File: config.mk
export PLATFORM = sky130hd
export DESIGN_NAME = psw_exchange_entity
export DESIGN_NICKNAME = d
export VERILOG_FILES = /design/src/hdl/psw_pkg.sv /design/src/hdl/psw_access_entity.sv /design/src/hdl/psw_exchange_entity.sv /design/src/hdl/psw_guard_timer.sv
export VERILOG_INCLUDE_DIRS = /design/src /design/src/hdl
export SDC_FILE = /design/constraint.sdc
export NUM_CORES = 1
export LEC_CHECK = 0
export BUFFER_PORTS_ARGS = -buffer_cell sky130_fd_sc_hd__buf_2
export CELL_PAD_IN_SITES_DETAIL_PLACEMENT = 0
export CELL_PAD_IN_SITES_GLOBAL_PLACEMENT = 1
export CORE_UTILIZATION = 44
export CTS_CLUSTER_SIZE = 40
export DETAILED_ROUTE_END_ITERATION = 10
export PLACE_DENSITY = 0.93
export SKIP_CTS_REPAIR_TIMING = 1
export SYNTH_ARGS = -nofsm -noshare
export SYNTH_HDL_FRONTEND = slang
export SYNTH_SLANG_ARGS = --single-unit
export TNS_END_PERCENT = 30
File: constraint.sdc
create_clock -name i_clock -period 5.3 [get_ports i_clock]
set_clock_uncertainty 0.1 [all_clocks]
set_input_delay 1.06 -clock i_clock [delete_from_list [all_inputs] [get_ports i_clock]]
set_output_delay 1.06 -clock i_clock [all_outputs]
set_load 0.1 [all_outputs]
File: src/hdl/psw_params.svh
`ifndef PSW_PARAMS_SVH
`define PSW_PARAMS_SVH
// Operation
// - first standard guard expiry in initiated state resends switch-over command, restarts timer.
// - second standard guard expiry in initiated state flags error, returns exchange to null.
// - exchange guard expiry outside initiated state does nothing.
// - acknowledge in exchange null state is passed to management, state kept.
// - reject in exchange null state passes cause to management, state kept.
// - operator command from null or access-requested sends operator command, starts timer, initiates.
// - operator switch-over only for protection group 2; pre-empts an active target.
// - access null receiving operator command enters commanded state, indicates to management.
// - access management accept sends acknowledge, access returns to null.
// - acknowledge during operator switch-over indicates, stops operator timer, exchange null.
// - switch-over request while exchange initiated is discarded, no state change.
// - access refusal sends reject with cause; target-occupied cause never for operator command.
// - reject during operator switch-over indicates, stops operator timer, exchange null.
// - first operator guard expiry resends operator command and restarts timer.
// - second operator guard expiry flags error, exchange returns to null.
// - unexpected management primitives are ignored with no state change.
// - access null switch-over request sends request, starts request timer, enters requested.
// - failure request names only channel; no preference means zero link and slot.
// - exchange null receiving request enters access-requested state, indicates to management.
// - exchange accept of access request sends command, initiates, starts standard timer.
// - access requested receiving either command enters commanded, indicates, stops request timer.
// - acknowledge after access request indicates, stops standard timer, exchange null.
// - request timer first expiry resends request and restarts; second errors to null.
// - exchange refusal in access-requested state sends reject with cause, goes null.
`define PSW_STD_GUARD_CYCLES 32'd40000
`define PSW_OPR_GUARD_CYCLES 32'd40000
`define PSW_REQ_GUARD_CYCLES 32'd40000
`define PSW_TIMER_WIDTH 32
`define PSW_OPERATOR_GROUP 2'd2
`define PSW_CAUSE_TARGET_OCCUPIED 8'h05
`define PSW_CAUSE_NOT_ALLOWED 8'h04
`endif

File: src/hdl/psw_pkg.sv
package psw_pkg;
	typedef enum logic [2:0]
	{
		exch_null_state = 3'b001,
		exch_initiated_state = 3'b010,
		exch_access_requested_state = 3'b100
	} psw_exch_state_t;
	typedef enum logic [2:0]
	{
		access_null_state = 3'b001,
		access_requested_state = 3'b010,
		access_commanded_state = 3'b100
	} psw_access_state_t;
	typedef enum logic [2:0]
	{
		psw_msg_none = 3'h0,
		psw_msg_com = 3'h1,
		psw_msg_os_com = 3'h2,
		psw_msg_req = 3'h3,
		psw_msg_ack = 3'h4,
		psw_msg_reject = 3'h5
	} psw_msg_kind_t;
	typedef struct packed
	{
		logic valid;
		psw_msg_kind_t kind;
		logic [7:0] logical_channel;
		logic [4:0] link_id;
		logic [4:0] time_slot;
		logic [7:0] cause;
	} psw_msg_t;
	// management primitive toward the protocol entity
	typedef struct packed
	{
		logic switch_com;
		logic os_switch_com;
		logic switch_req;
		logic accept;
		logic refuse;
		logic has_preference;
		logic [1:0] group;
		logic [7:0] logical_channel;
		logic [4:0] link_id;
		logic [4:0] time_slot;
		logic [7:0] cause;
	} psw_mgmt_req_t;
	// indications toward management, one-cycle pulses
	typedef struct packed
	{
		logic com_ind;
		logic os_com_ind;
		logic req_ind;
		logic ack_ind;
		logic reject_ind;
		logic error_ind;
		logic [7:0] cause;
	} psw_mgmt_ind_t;
endpackage

File: src/hdl/psw_access_entity.sv
`include "psw_params.svh"
module psw_access_entity import psw_pkg::*; #(
	parameter logic [`PSW_TIMER_WIDTH-1:0] REQ_GUARD = `PSW_REQ_GUARD_CYCLES
)
(
	input wire logic i_clock,
	input wire logic i_rst,
	input wire psw_msg_t i_rx,
	input wire psw_mgmt_req_t i_mgmt,
	output psw_msg_t o_tx,
	output psw_mgmt_ind_t o_ind,
	output psw_access_state_t o_state
);
	typedef struct packed
	{
		psw_access_state_t fsm;
		logic last_was_os;
		logic [7:0] channel;
		logic [4:0] link_id;
		logic [4:0] time_slot;
		psw_msg_t tx;
		psw_mgmt_ind_t ind;
		logic req_start;
		logic req_stop;
	} psw_acc_state_t;
	psw_acc_state_t state_reg;
	psw_acc_state_t state_next;
	logic req_first;
	logic req_second;
	psw_guard_timer #(.CYCLES(REQ_GUARD)) u_request_guard_timer (
		.i_clock(i_clock),
		.i_rst(i_rst),
		.i_start(state_reg.req_start),
		.i_stop(state_reg.req_stop),
		.o_first_expiry(req_first),
		.o_second_expiry(req_second),
		.o_running()
	);
	assign o_tx = state_reg.tx;
	assign o_ind = state_reg.ind;
	assign o_state = state_reg.fsm;
	always_comb
	begin
		state_next = state_reg;
		state_next.tx = '0;
		state_next.ind = '0;
		state_next.req_start = 1'b0;
		state_next.req_stop = 1'b0;
		case (state_reg.fsm)
			access_null_state:
			begin
				if (i_rx.valid && (i_rx.kind == psw_msg_os_com || i_rx.kind == psw_msg_com))
				begin
					state_next.fsm = access_commanded_state;
					state_next.last_was_os = (i_rx.kind == psw_msg_os_com);
					state_next.ind.os_com_ind = (i_rx.kind == psw_msg_os_com);
					state_next.ind.com_ind = (i_rx.kind == psw_msg_com);
				end
				else if (i_mgmt.switch_req)
				begin
					state_next.fsm = access_requested_state;
					state_next.channel = i_mgmt.logical_channel;
					state_next.link_id = i_mgmt.has_preference ? i_mgmt.link_id : 5'h00;
					state_next.time_slot = i_mgmt.has_preference ? i_mgmt.time_slot : 5'h00;
					state_next.tx.valid = 1'b1;
					state_next.tx.kind = psw_msg_req;
					state_next.tx.logical_channel = i_mgmt.logical_channel;
					state_next.tx.link_id = i_mgmt.has_preference ? i_mgmt.link_id : 5'h00;
					state_next.tx.time_slot = i_mgmt.has_preference ? i_mgmt.time_slot : 5'h00;
					state_next.req_start = 1'b1;
				end
			end
			access_requested_state:
			begin
				if (i_rx.valid && (i_rx.kind == psw_msg_os_com || i_rx.kind == psw_msg_com))
				begin
					state_next.fsm = access_commanded_state;
					state_next.last_was_os = (i_rx.kind == psw_msg_os_com);
					state_next.ind.os_com_ind = (i_rx.kind == psw_msg_os_com);
					state_next.ind.com_ind = (i_rx.kind == psw_msg_com);
					state_next.req_stop = 1'b1;
				end
				else if (i_rx.valid && i_rx.kind == psw_msg_reject)
				begin
					state_next.fsm = access_null_state;
					state_next.ind.reject_ind = 1'b1;
					state_next.ind.cause = i_rx.cause;
					state_next.req_stop = 1'b1;
				end
				else if (req_first)
				begin
					state_next.tx.valid = 1'b1;
					state_next.tx.kind = psw_msg_req;
					state_next.tx.logical_channel = state_reg.channel;
					state_next.tx.link_id = state_reg.link_id;
					state_next.tx.time_slot = state_reg.time_slot;
					state_next.req_start = 1'b1;
				end
				else if (req_second)
				begin
					state_next.fsm = access_null_state;
					state_next.ind.error_ind = 1'b1;
				end
			end
			access_commanded_state:
			begin
				if (i_mgmt.accept)
				begin
					state_next.fsm = access_null_state;
					state_next.tx.valid = 1'b1;
					state_next.tx.kind = psw_msg_ack;
					state_next.tx.logical_channel = state_reg.channel;
				end
				else if (i_mgmt.refuse)
				begin
					state_next.fsm = access_null_state;
					state_next.tx.valid = 1'b1;
					state_next.tx.kind = psw_msg_reject;
					state_next.tx.logical_channel = state_reg.channel;
					// occupied target is no reason to refuse a pre-empting command
					state_next.tx.cause = (state_reg.last_was_os &&
						i_mgmt.cause == `PSW_CAUSE_TARGET_OCCUPIED) ?
						`PSW_CAUSE_NOT_ALLOWED : i_mgmt.cause;
				end
			end
			default:
			begin
				state_next.fsm = access_null_state;
			end
		endcase
		// anything else falls through with no change
	end
	always_ff @(posedge i_clock)
	begin
		if (i_rst)
		begin
			state_reg <= '0;
			state_reg.fsm <= access_null_state;
		end
		else
		begin
			state_reg <= state_next;
		end
	end
endmodule

File: src/hdl/psw_exchange_entity.sv
`include "psw_params.svh"
module psw_exchange_entity import psw_pkg::*; #(
	parameter logic [`PSW_TIMER_WIDTH-1:0] STD_GUARD = `PSW_STD_GUARD_CYCLES,
	parameter logic [`PSW_TIMER_WIDTH-1:0] OPR_GUARD = `PSW_OPR_GUARD_CYCLES,
	parameter logic [`PSW_TIMER_WIDTH-1:0] REQ_GUARD = `PSW_REQ_GUARD_CYCLES
)
(
	input wire logic i_clock,
	input wire logic i_resetn,
	input wire psw_msg_t i_exch_rx,
	input wire psw_mgmt_req_t i_exch_mgmt,
	output psw_msg_t o_exch_tx,
	output psw_mgmt_ind_t o_exch_ind,
	output psw_exch_state_t o_exch_state,
	input wire psw_msg_t i_access_rx,
	input wire psw_mgmt_req_t i_access_mgmt,
	output psw_msg_t o_access_tx,
	output psw_mgmt_ind_t o_access_ind,
	output psw_access_state_t o_access_state
);
	typedef struct packed
	{
		psw_exch_state_t fsm;
		logic operator_mode;
		logic [7:0] channel;
		logic [4:0] link_id;
		logic [4:0] time_slot;
		psw_msg_t tx;
		psw_mgmt_ind_t ind;
		logic std_start;
		logic std_stop;
		logic opr_start;
		logic opr_stop;
	} psw_exc_state_t;
	logic [1:0] rst_sync_reg;
	logic rst;
	psw_exc_state_t state_reg;
	psw_exc_state_t state_next;
	logic std_first;
	logic std_second;
	logic opr_first;
	logic opr_second;
	logic rx_ack;
	logic rx_reject;
	logic rx_req;
	logic opr_allowed;
	// reset released through two flops so every entity leaves reset together
	always_ff @(posedge i_clock or negedge i_resetn)
	begin
		if (!i_resetn)
		begin
			rst_sync_reg <= 2'b00;
		end
		else
		begin
			rst_sync_reg <= {rst_sync_reg[0], 1'b1};
		end
	end
	assign rst = !rst_sync_reg[1];
	psw_guard_timer #(.CYCLES(STD_GUARD)) u_std_guard_timer (
		.i_clock(i_clock),
		.i_rst(rst),
		.i_start(state_reg.std_start),
		.i_stop(state_reg.std_stop),
		.o_first_expiry(std_first),
		.o_second_expiry(std_second),
		.o_running()
	);
	psw_guard_timer #(.CYCLES(OPR_GUARD)) u_operator_guard_timer (
		.i_clock(i_clock),
		.i_rst(rst),
		.i_start(state_reg.opr_start),
		.i_stop(state_reg.opr_stop),
		.o_first_expiry(opr_first),
		.o_second_expiry(opr_second),
		.o_running()
	);
	psw_access_entity #(.REQ_GUARD(REQ_GUARD)) u_access_entity (
		.i_clock(i_clock),
		.i_rst(rst),
		.i_rx(i_access_rx),
		.i_mgmt(i_access_mgmt),
		.o_tx(o_access_tx),
		.o_ind(o_access_ind),
		.o_state(o_access_state)
	);
	assign o_exch_tx = state_reg.tx;
	assign o_exch_ind = state_reg.ind;
	assign o_exch_state = state_reg.fsm;
	assign rx_ack = i_exch_rx.valid && i_exch_rx.kind == psw_msg_ack;
	assign rx_reject = i_exch_rx.valid && i_exch_rx.kind == psw_msg_reject;
	assign rx_req = i_exch_rx.valid && i_exch_rx.kind == psw_msg_req;
	assign opr_allowed = i_exch_mgmt.os_switch_com &&
		i_exch_mgmt.group == `PSW_OPERATOR_GROUP;
	always_comb
	begin
		state_next = state_reg;
		state_next.tx = '0;
		state_next.ind = '0;
		state_next.std_start = 1'b0;
		state_next.std_stop = 1'b0;
		state_next.opr_start = 1'b0;
		state_next.opr_stop = 1'b0;
		case (state_reg.fsm)
			exch_null_state:
			begin
				if (rx_ack)
				begin
					state_next.ind.ack_ind = 1'b1;
				end
				else if (rx_reject)
				begin
					state_next.ind.reject_ind = 1'b1;
					state_next.ind.cause = i_exch_rx.cause;
				end
				else if (rx_req)
				begin
					state_next.fsm = exch_access_requested_state;
					state_next.channel = i_exch_rx.logical_channel;
					state_next.ind.req_ind = 1'b1;
				end
				else if (opr_allowed)
				begin
					state_next.fsm = exch_initiated_state;
					state_next.operator_mode = 1'b1;
					state_next.channel = i_exch_mgmt.logical_channel;
					state_next.link_id = i_exch_mgmt.link_id;
					state_next.time_slot = i_exch_mgmt.time_slot;
					state_next.tx.valid = 1'b1;
					state_next.tx.kind = psw_msg_os_com;
					state_next.tx.logical_channel = i_exch_mgmt.logical_channel;
					state_next.tx.link_id = i_exch_mgmt.link_id;
					state_next.tx.time_slot = i_exch_mgmt.time_slot;
					state_next.opr_start = 1'b1;
				end
				else if (i_exch_mgmt.switch_com)
				begin
					state_next.fsm = exch_initiated_state;
					state_next.operator_mode = 1'b0;
					state_next.channel = i_exch_mgmt.logical_channel;
					state_next.link_id = i_exch_mgmt.link_id;
					state_next.time_slot = i_exch_mgmt.time_slot;
					state_next.tx.valid = 1'b1;
					state_next.tx.kind = psw_msg_com;
					state_next.tx.logical_channel = i_exch_mgmt.logical_channel;
					state_next.tx.link_id = i_exch_mgmt.link_id;
					state_next.tx.time_slot = i_exch_mgmt.time_slot;
					state_next.std_start = 1'b1;
				end
			end
			exch_access_requested_state:
			begin
				if (opr_allowed)
				begin
					state_next.fsm = exch_initiated_state;
					state_next.operator_mode = 1'b1;
					state_next.link_id = i_exch_mgmt.link_id;
					state_next.time_slot = i_exch_mgmt.time_slot;
					state_next.tx.valid = 1'b1;
					state_next.tx.kind = psw_msg_os_com;
					state_next.tx.logical_channel = i_exch_mgmt.logical_channel;
					state_next.tx.link_id = i_exch_mgmt.link_id;
					state_next.tx.time_slot = i_exch_mgmt.time_slot;
					state_next.channel = i_exch_mgmt.logical_channel;
					state_next.opr_start = 1'b1;
				end
				else if (i_exch_mgmt.switch_com || i_exch_mgmt.accept)
				begin
					state_next.fsm = exch_initiated_state;
					state_next.operator_mode = 1'b0;
					state_next.link_id = i_exch_mgmt.link_id;
					state_next.time_slot = i_exch_mgmt.time_slot;
					state_next.tx.valid = 1'b1;
					state_next.tx.kind = psw_msg_com;
					state_next.tx.logical_channel = state_reg.channel;
					state_next.tx.link_id = i_exch_mgmt.link_id;
					state_next.tx.time_slot = i_exch_mgmt.time_slot;
					state_next.std_start = 1'b1;
				end
				else if (i_exch_mgmt.refuse)
				begin
					state_next.fsm = exch_null_state;
					state_next.tx.valid = 1'b1;
					state_next.tx.kind = psw_msg_reject;
					state_next.tx.logical_channel = state_reg.channel;
					state_next.tx.cause = i_exch_mgmt.cause;
				end
			end
			exch_initiated_state:
			begin
				// a request here is dropped by falling through
				if (rx_ack)
				begin
					state_next.fsm = exch_null_state;
					state_next.ind.ack_ind = 1'b1;
					state_next.opr_stop = state_reg.operator_mode;
					state_next.std_stop = !state_reg.operator_mode;
				end
				else if (rx_reject)
				begin
					state_next.fsm = exch_null_state;
					state_next.ind.reject_ind = 1'b1;
					state_next.ind.cause = i_exch_rx.cause;
					state_next.opr_stop = state_reg.operator_mode;
					state_next.std_stop = !state_reg.operator_mode;
				end
				else if (std_first || opr_first)
				begin
					state_next.tx.valid = 1'b1;
					state_next.tx.kind = opr_first ? psw_msg_os_com : psw_msg_com;
					state_next.tx.logical_channel = state_reg.channel;
					state_next.tx.link_id = state_reg.link_id;
					state_next.tx.time_slot = state_reg.time_slot;
					state_next.std_start = std_first;
					state_next.opr_start = opr_first;
				end
				else if (std_second || opr_second)
				begin
					state_next.fsm = exch_null_state;
					state_next.ind.error_ind = 1'b1;
				end
			end
			default:
			begin
				state_next.fsm = exch_null_state;
			end
		endcase
		// expiries and primitives not handled above change nothing
	end
	always_ff @(posedge i_clock)
	begin
		if (rst)
		begin
			state_reg <= '0;
			state_reg.fsm <= exch_null_state;
		end
		else
		begin
			state_reg <= state_next;
		end
	end
endmodule

File: src/hdl/psw_guard_timer.sv
`include "psw_params.svh"
module psw_guard_timer import psw_pkg::*; #(
	parameter logic [`PSW_TIMER_WIDTH-1:0] CYCLES = `PSW_STD_GUARD_CYCLES
)
(
	input wire logic i_clock,
	input wire logic i_rst,
	input wire logic i_start,
	input wire logic i_stop,
	output logic o_first_expiry,
	output logic o_second_expiry,
	output logic o_running
);
	typedef struct packed
	{
		logic running;
		logic expired_once;
		logic [`PSW_TIMER_WIDTH-1:0] count;
	} psw_tmr_state_t;
	psw_tmr_state_t state_reg;
	psw_tmr_state_t state_next;
	logic expiry;
	assign expiry = state_reg.running && (state_reg.count == '0);
	assign o_first_expiry = expiry && !state_reg.expired_once;
	assign o_second_expiry = expiry && state_reg.expired_once;
	assign o_running = state_reg.running;
	always_comb
	begin
		state_next = state_reg;
		if (state_reg.running)
		begin
			state_next.count = state_reg.count - 1'b1;
		end
		if (expiry)
		begin
			state_next.running = 1'b0;
			state_next.expired_once = !state_reg.expired_once;
		end
		// start is a cycle late, so it keeps the memory; the second expiry clears it
		if (i_start)
		begin
			state_next.running = 1'b1;
			state_next.count = CYCLES - 1'b1;
		end
		if (i_stop)
		begin
			state_next.running = 1'b0;
			state_next.expired_once = 1'b0;
		end
	end
	always_ff @(posedge i_clock)
	begin
		if (i_rst)
		begin
			state_reg <= '0;
		end
		else
		begin
			state_reg <= state_next;
		end
	end
endmodule

==> summary.md <==
| Metric | Value |
|---|---|
| Remaining routing DRC violations | 14 |
| Min-Delay Path Class | primary input to asynchronous set/reset pin |
| Synth-to-layout area growth | 13.8% |
| CP max stage delay | 0.61 ns |
| Die X | 152 um |
| Vias in the first global route | 7231 |
| Ys Warns | 0 |
| Placed inst area | 10400 um^2 |
| Fillers | 2069 |
| Worst Path Arrival | 3.63 ns |
| Worst vdd ir | 0.000197 V |
| Final hold vios | 0 |
| Proportion of layout cells with a drive suffix above 1 | 20.7% |
| Final setup margin | 2.03 ns |
| Sequential cell area fraction in the yosys report | 47.8% |
| Asr flop ratio synth | 0.844% |
| R2R depth | 6 |
| CTS tree | built |
| Commonest cells after routing, fill and taps aside | dfxtp_1 (235), buf_2 (185), nor2_1 (119) |
| Final setup TNS | 0 ns |
| Cell variety after synth | 59 |
| Number of synthesized register bits | 237 |
| Leak Pwr | 4.82 nW |
| Die ar. | 23200 um^2 |
| Worst-Margin Slew | 0.905 ns |
| Clk_lat worst skew | 0.52 ns |
| Synth Instances | 1091 |
| H-tree depth | 1 |
| Period utilisation layout | 61.7% |
| Initial Util | 45.2% |
| Crit path kind | register to register |
| CTS Buf Count | 26 |
| Grt ovf | 0 |
| First-pass GRT wire length | 35.5 mm |
| DRT antenna net count | 0 |
| Routed WL per cell | 14.8 um |
| Clk Tree Root Cell | clkbuf_16 |
| Final setup viols | 0 |
| Die height | 152 um |
| Failing checks | DRC |
| EDFF count, synth | 0 |
| Final instance area | 11300 um^2 |
| CP required | 5.66 ns |
| Largest net degree at the start of global routing | 72 |
| Min Tclk post-route | 3.27 ns |
| R2r setup slk | 2.03 ns |
| Tot GR Track Use | 18.3% |
| Total Power | 4.63 mW |
| Drt pass-1 iters | 9 |
| Commonest non-fill, non-tap cell in the layout | dfxtp_1 |
| PD cells | 409 nW/um^2 |
| Initial antenna violation count | 2 |
| Avg Cell Area, Syn | 9.12 um^2 |
| Pre-CTS worst setup slack | 1.67 ns |
| Port Buffers | 185 |
| GP Congestion | 0.775 |
| Max_slew headroom | 38.8% |
| Clock Sink Count | 237 |
| CP max FO | 8 |
| RSZ-0062 raised after global routing | false |
| Mapped cell area | 9950 um^2 |
| Vias per std cell | 5.23 |
| Clk buf depth | 3 |
| Clock-pin transition on the worst setup and hold timing paths | 0.06 ns |
| CP max stage cell | or4_1 |
| Max-cap viol count | 0 |
| Final Max Tran Viols | 0 |
| Startpoint types | register |
| Final nets | 1314 |
| Worst r2r dst | u_access_entity.o_tx[23]$_SDFF_PN0_ |
| FP Rows | 54 |
| 1st-iter DRT viols | 450 |
| Boundary Pins | 224 |
| Via Count | 7747 |
| Final wirelength | 21.9 mm |
| Status | finished, violations left |
| Crit end category | register |
| CORE AREA | 22000 um^2 |
| Worst-path cell chain | or4_4 -> or4_1 -> or4b_4 -> or4_4 -> a21oi_4 -> a22o_1 |
| Hpwl dp | 15.0 mm |
| Fmax | 306 MHz |
| Most frequent cell on the critical path | or4_4 |
| Most common flop cell mapped by yosys | dfxtp_1 |
-- where the power goes --
part	internal (mW)	switching, mW
clock	1.15	0.707
sequential	1.89	0.0893
combinational	0.260	0.533
total	3.30	1.33
-- cells in the mapped netlist (11+ instances only) --
cell type / count / area (um^2)
and2_1: 35 / 219
nand3_1: 27 / 135
nand2b_1: 12 / 75.1
a22o_1: 35 / 307
clkbuf_1: 38 / 143
a21o_1: 11 / 82.6
or3_1: 15 / 93.8
xnor2_1: 58 / 508
or4_1: 12 / 90.1
nor2_1: 119 / 447
a21oi_1: 78 / 390
dfxtp_1: 235 / 4700
nor3_1: 37 / 185
nand2_1: 77 / 289
buf_4: 94 / 706
nor4_1: 33 / 206
o21ai_0: 20 / 100
inv_1: 13 / 48.8
xor2_1: 33 / 289
nand3b_1: 11 / 82.6
-- worst max-delay path, delay by kind of cell, from the launching register on --
| family | cells | cell delay, ns |
|---|---|---|
| DFF | 1 | 0.34 |
| AOI/OAI and AO/OA | 2 | 0.46 |
| and+or+nand+nor | 4 | 2.31 |
-- cell type report --
class / instances / area [um^2] / share of cell area, %
diodes: 2 / 5.00 / 0.0442
flip-flops and latches: 237 / 4750 / 42.0
clock inverters: 8 / 121 / 1.07
well taps: 280 / 350 / 3.09
clock buffers: 40 / 774 / 6.84
multi-input cells: 706 / 4280 / 37.8
repair buffers: 193 / 986 / 8.71
inverters: 14 / 52.6 / 0.464
-- routing by layer --
metal	vias up	routed length, um	track usage, %	part of all wire, %
met2	206	10600	32.1	48
met3	44	1260	2.99	5.7
li1	3850	-	-	-
met4	2	563	5.98	2.6
met5	-	8	0	0.037
met1	3645	9440	22.8	43
-- worst max path at each step --
stage	from	endpoint	slack [ns]	cells past startpoint
5_1_grt	register	u_access_entity.o_tx[20]$_SDFF_PN0_	1.91	6
3_3_place_gp	i_exch_rx[28]	o_exch_tx[11]$_SDFF_PN0_	1.71	7
3_5_place_dp	i_exch_rx[28]	o_exch_tx[8]$_SDFF_PN0_	1.67	7
6_report	register	u_access_entity.o_tx[23]$_SDFF_PN0_	2.03	6
2_1_floorplan	register	u_access_entity.o_tx[18]$_SDFF_PN0_	2.24	8
4_1_cts	register	u_access_entity.o_tx[18]$_SDFF_PN0_	2.02	6
-- per-stage QoR --
stage               utilization (%)  hold WS (ns)  cells
floorplan                         -         0.231   1094
finish                         51.4         0.212   1480
detailed placement             47.3         0.259   1430
global route                   51.4         0.196   1479
CTS                            51.4         0.196   1478
global placement               47.3         0.231   1430
-- kinds of logic (layout without fill, tap and decap cells) --
kind of cell,after synthesis,count (layout),share of synthesized area [%]
adder cells (fa/ha/maj),6,6,0.755
flip-flops,237,237,47.8
other,2,7,0.0755
multiplexers,2,2,0.201
AND/OR/NAND/NOR,431,431,22.6
XOR/XNOR,91,91,8.01
AO/OA/AOI/OAI,171,171,11.2
buffers and inverters,151,255,9.36
No activity file was read; power rests on OpenSTA's default activity.
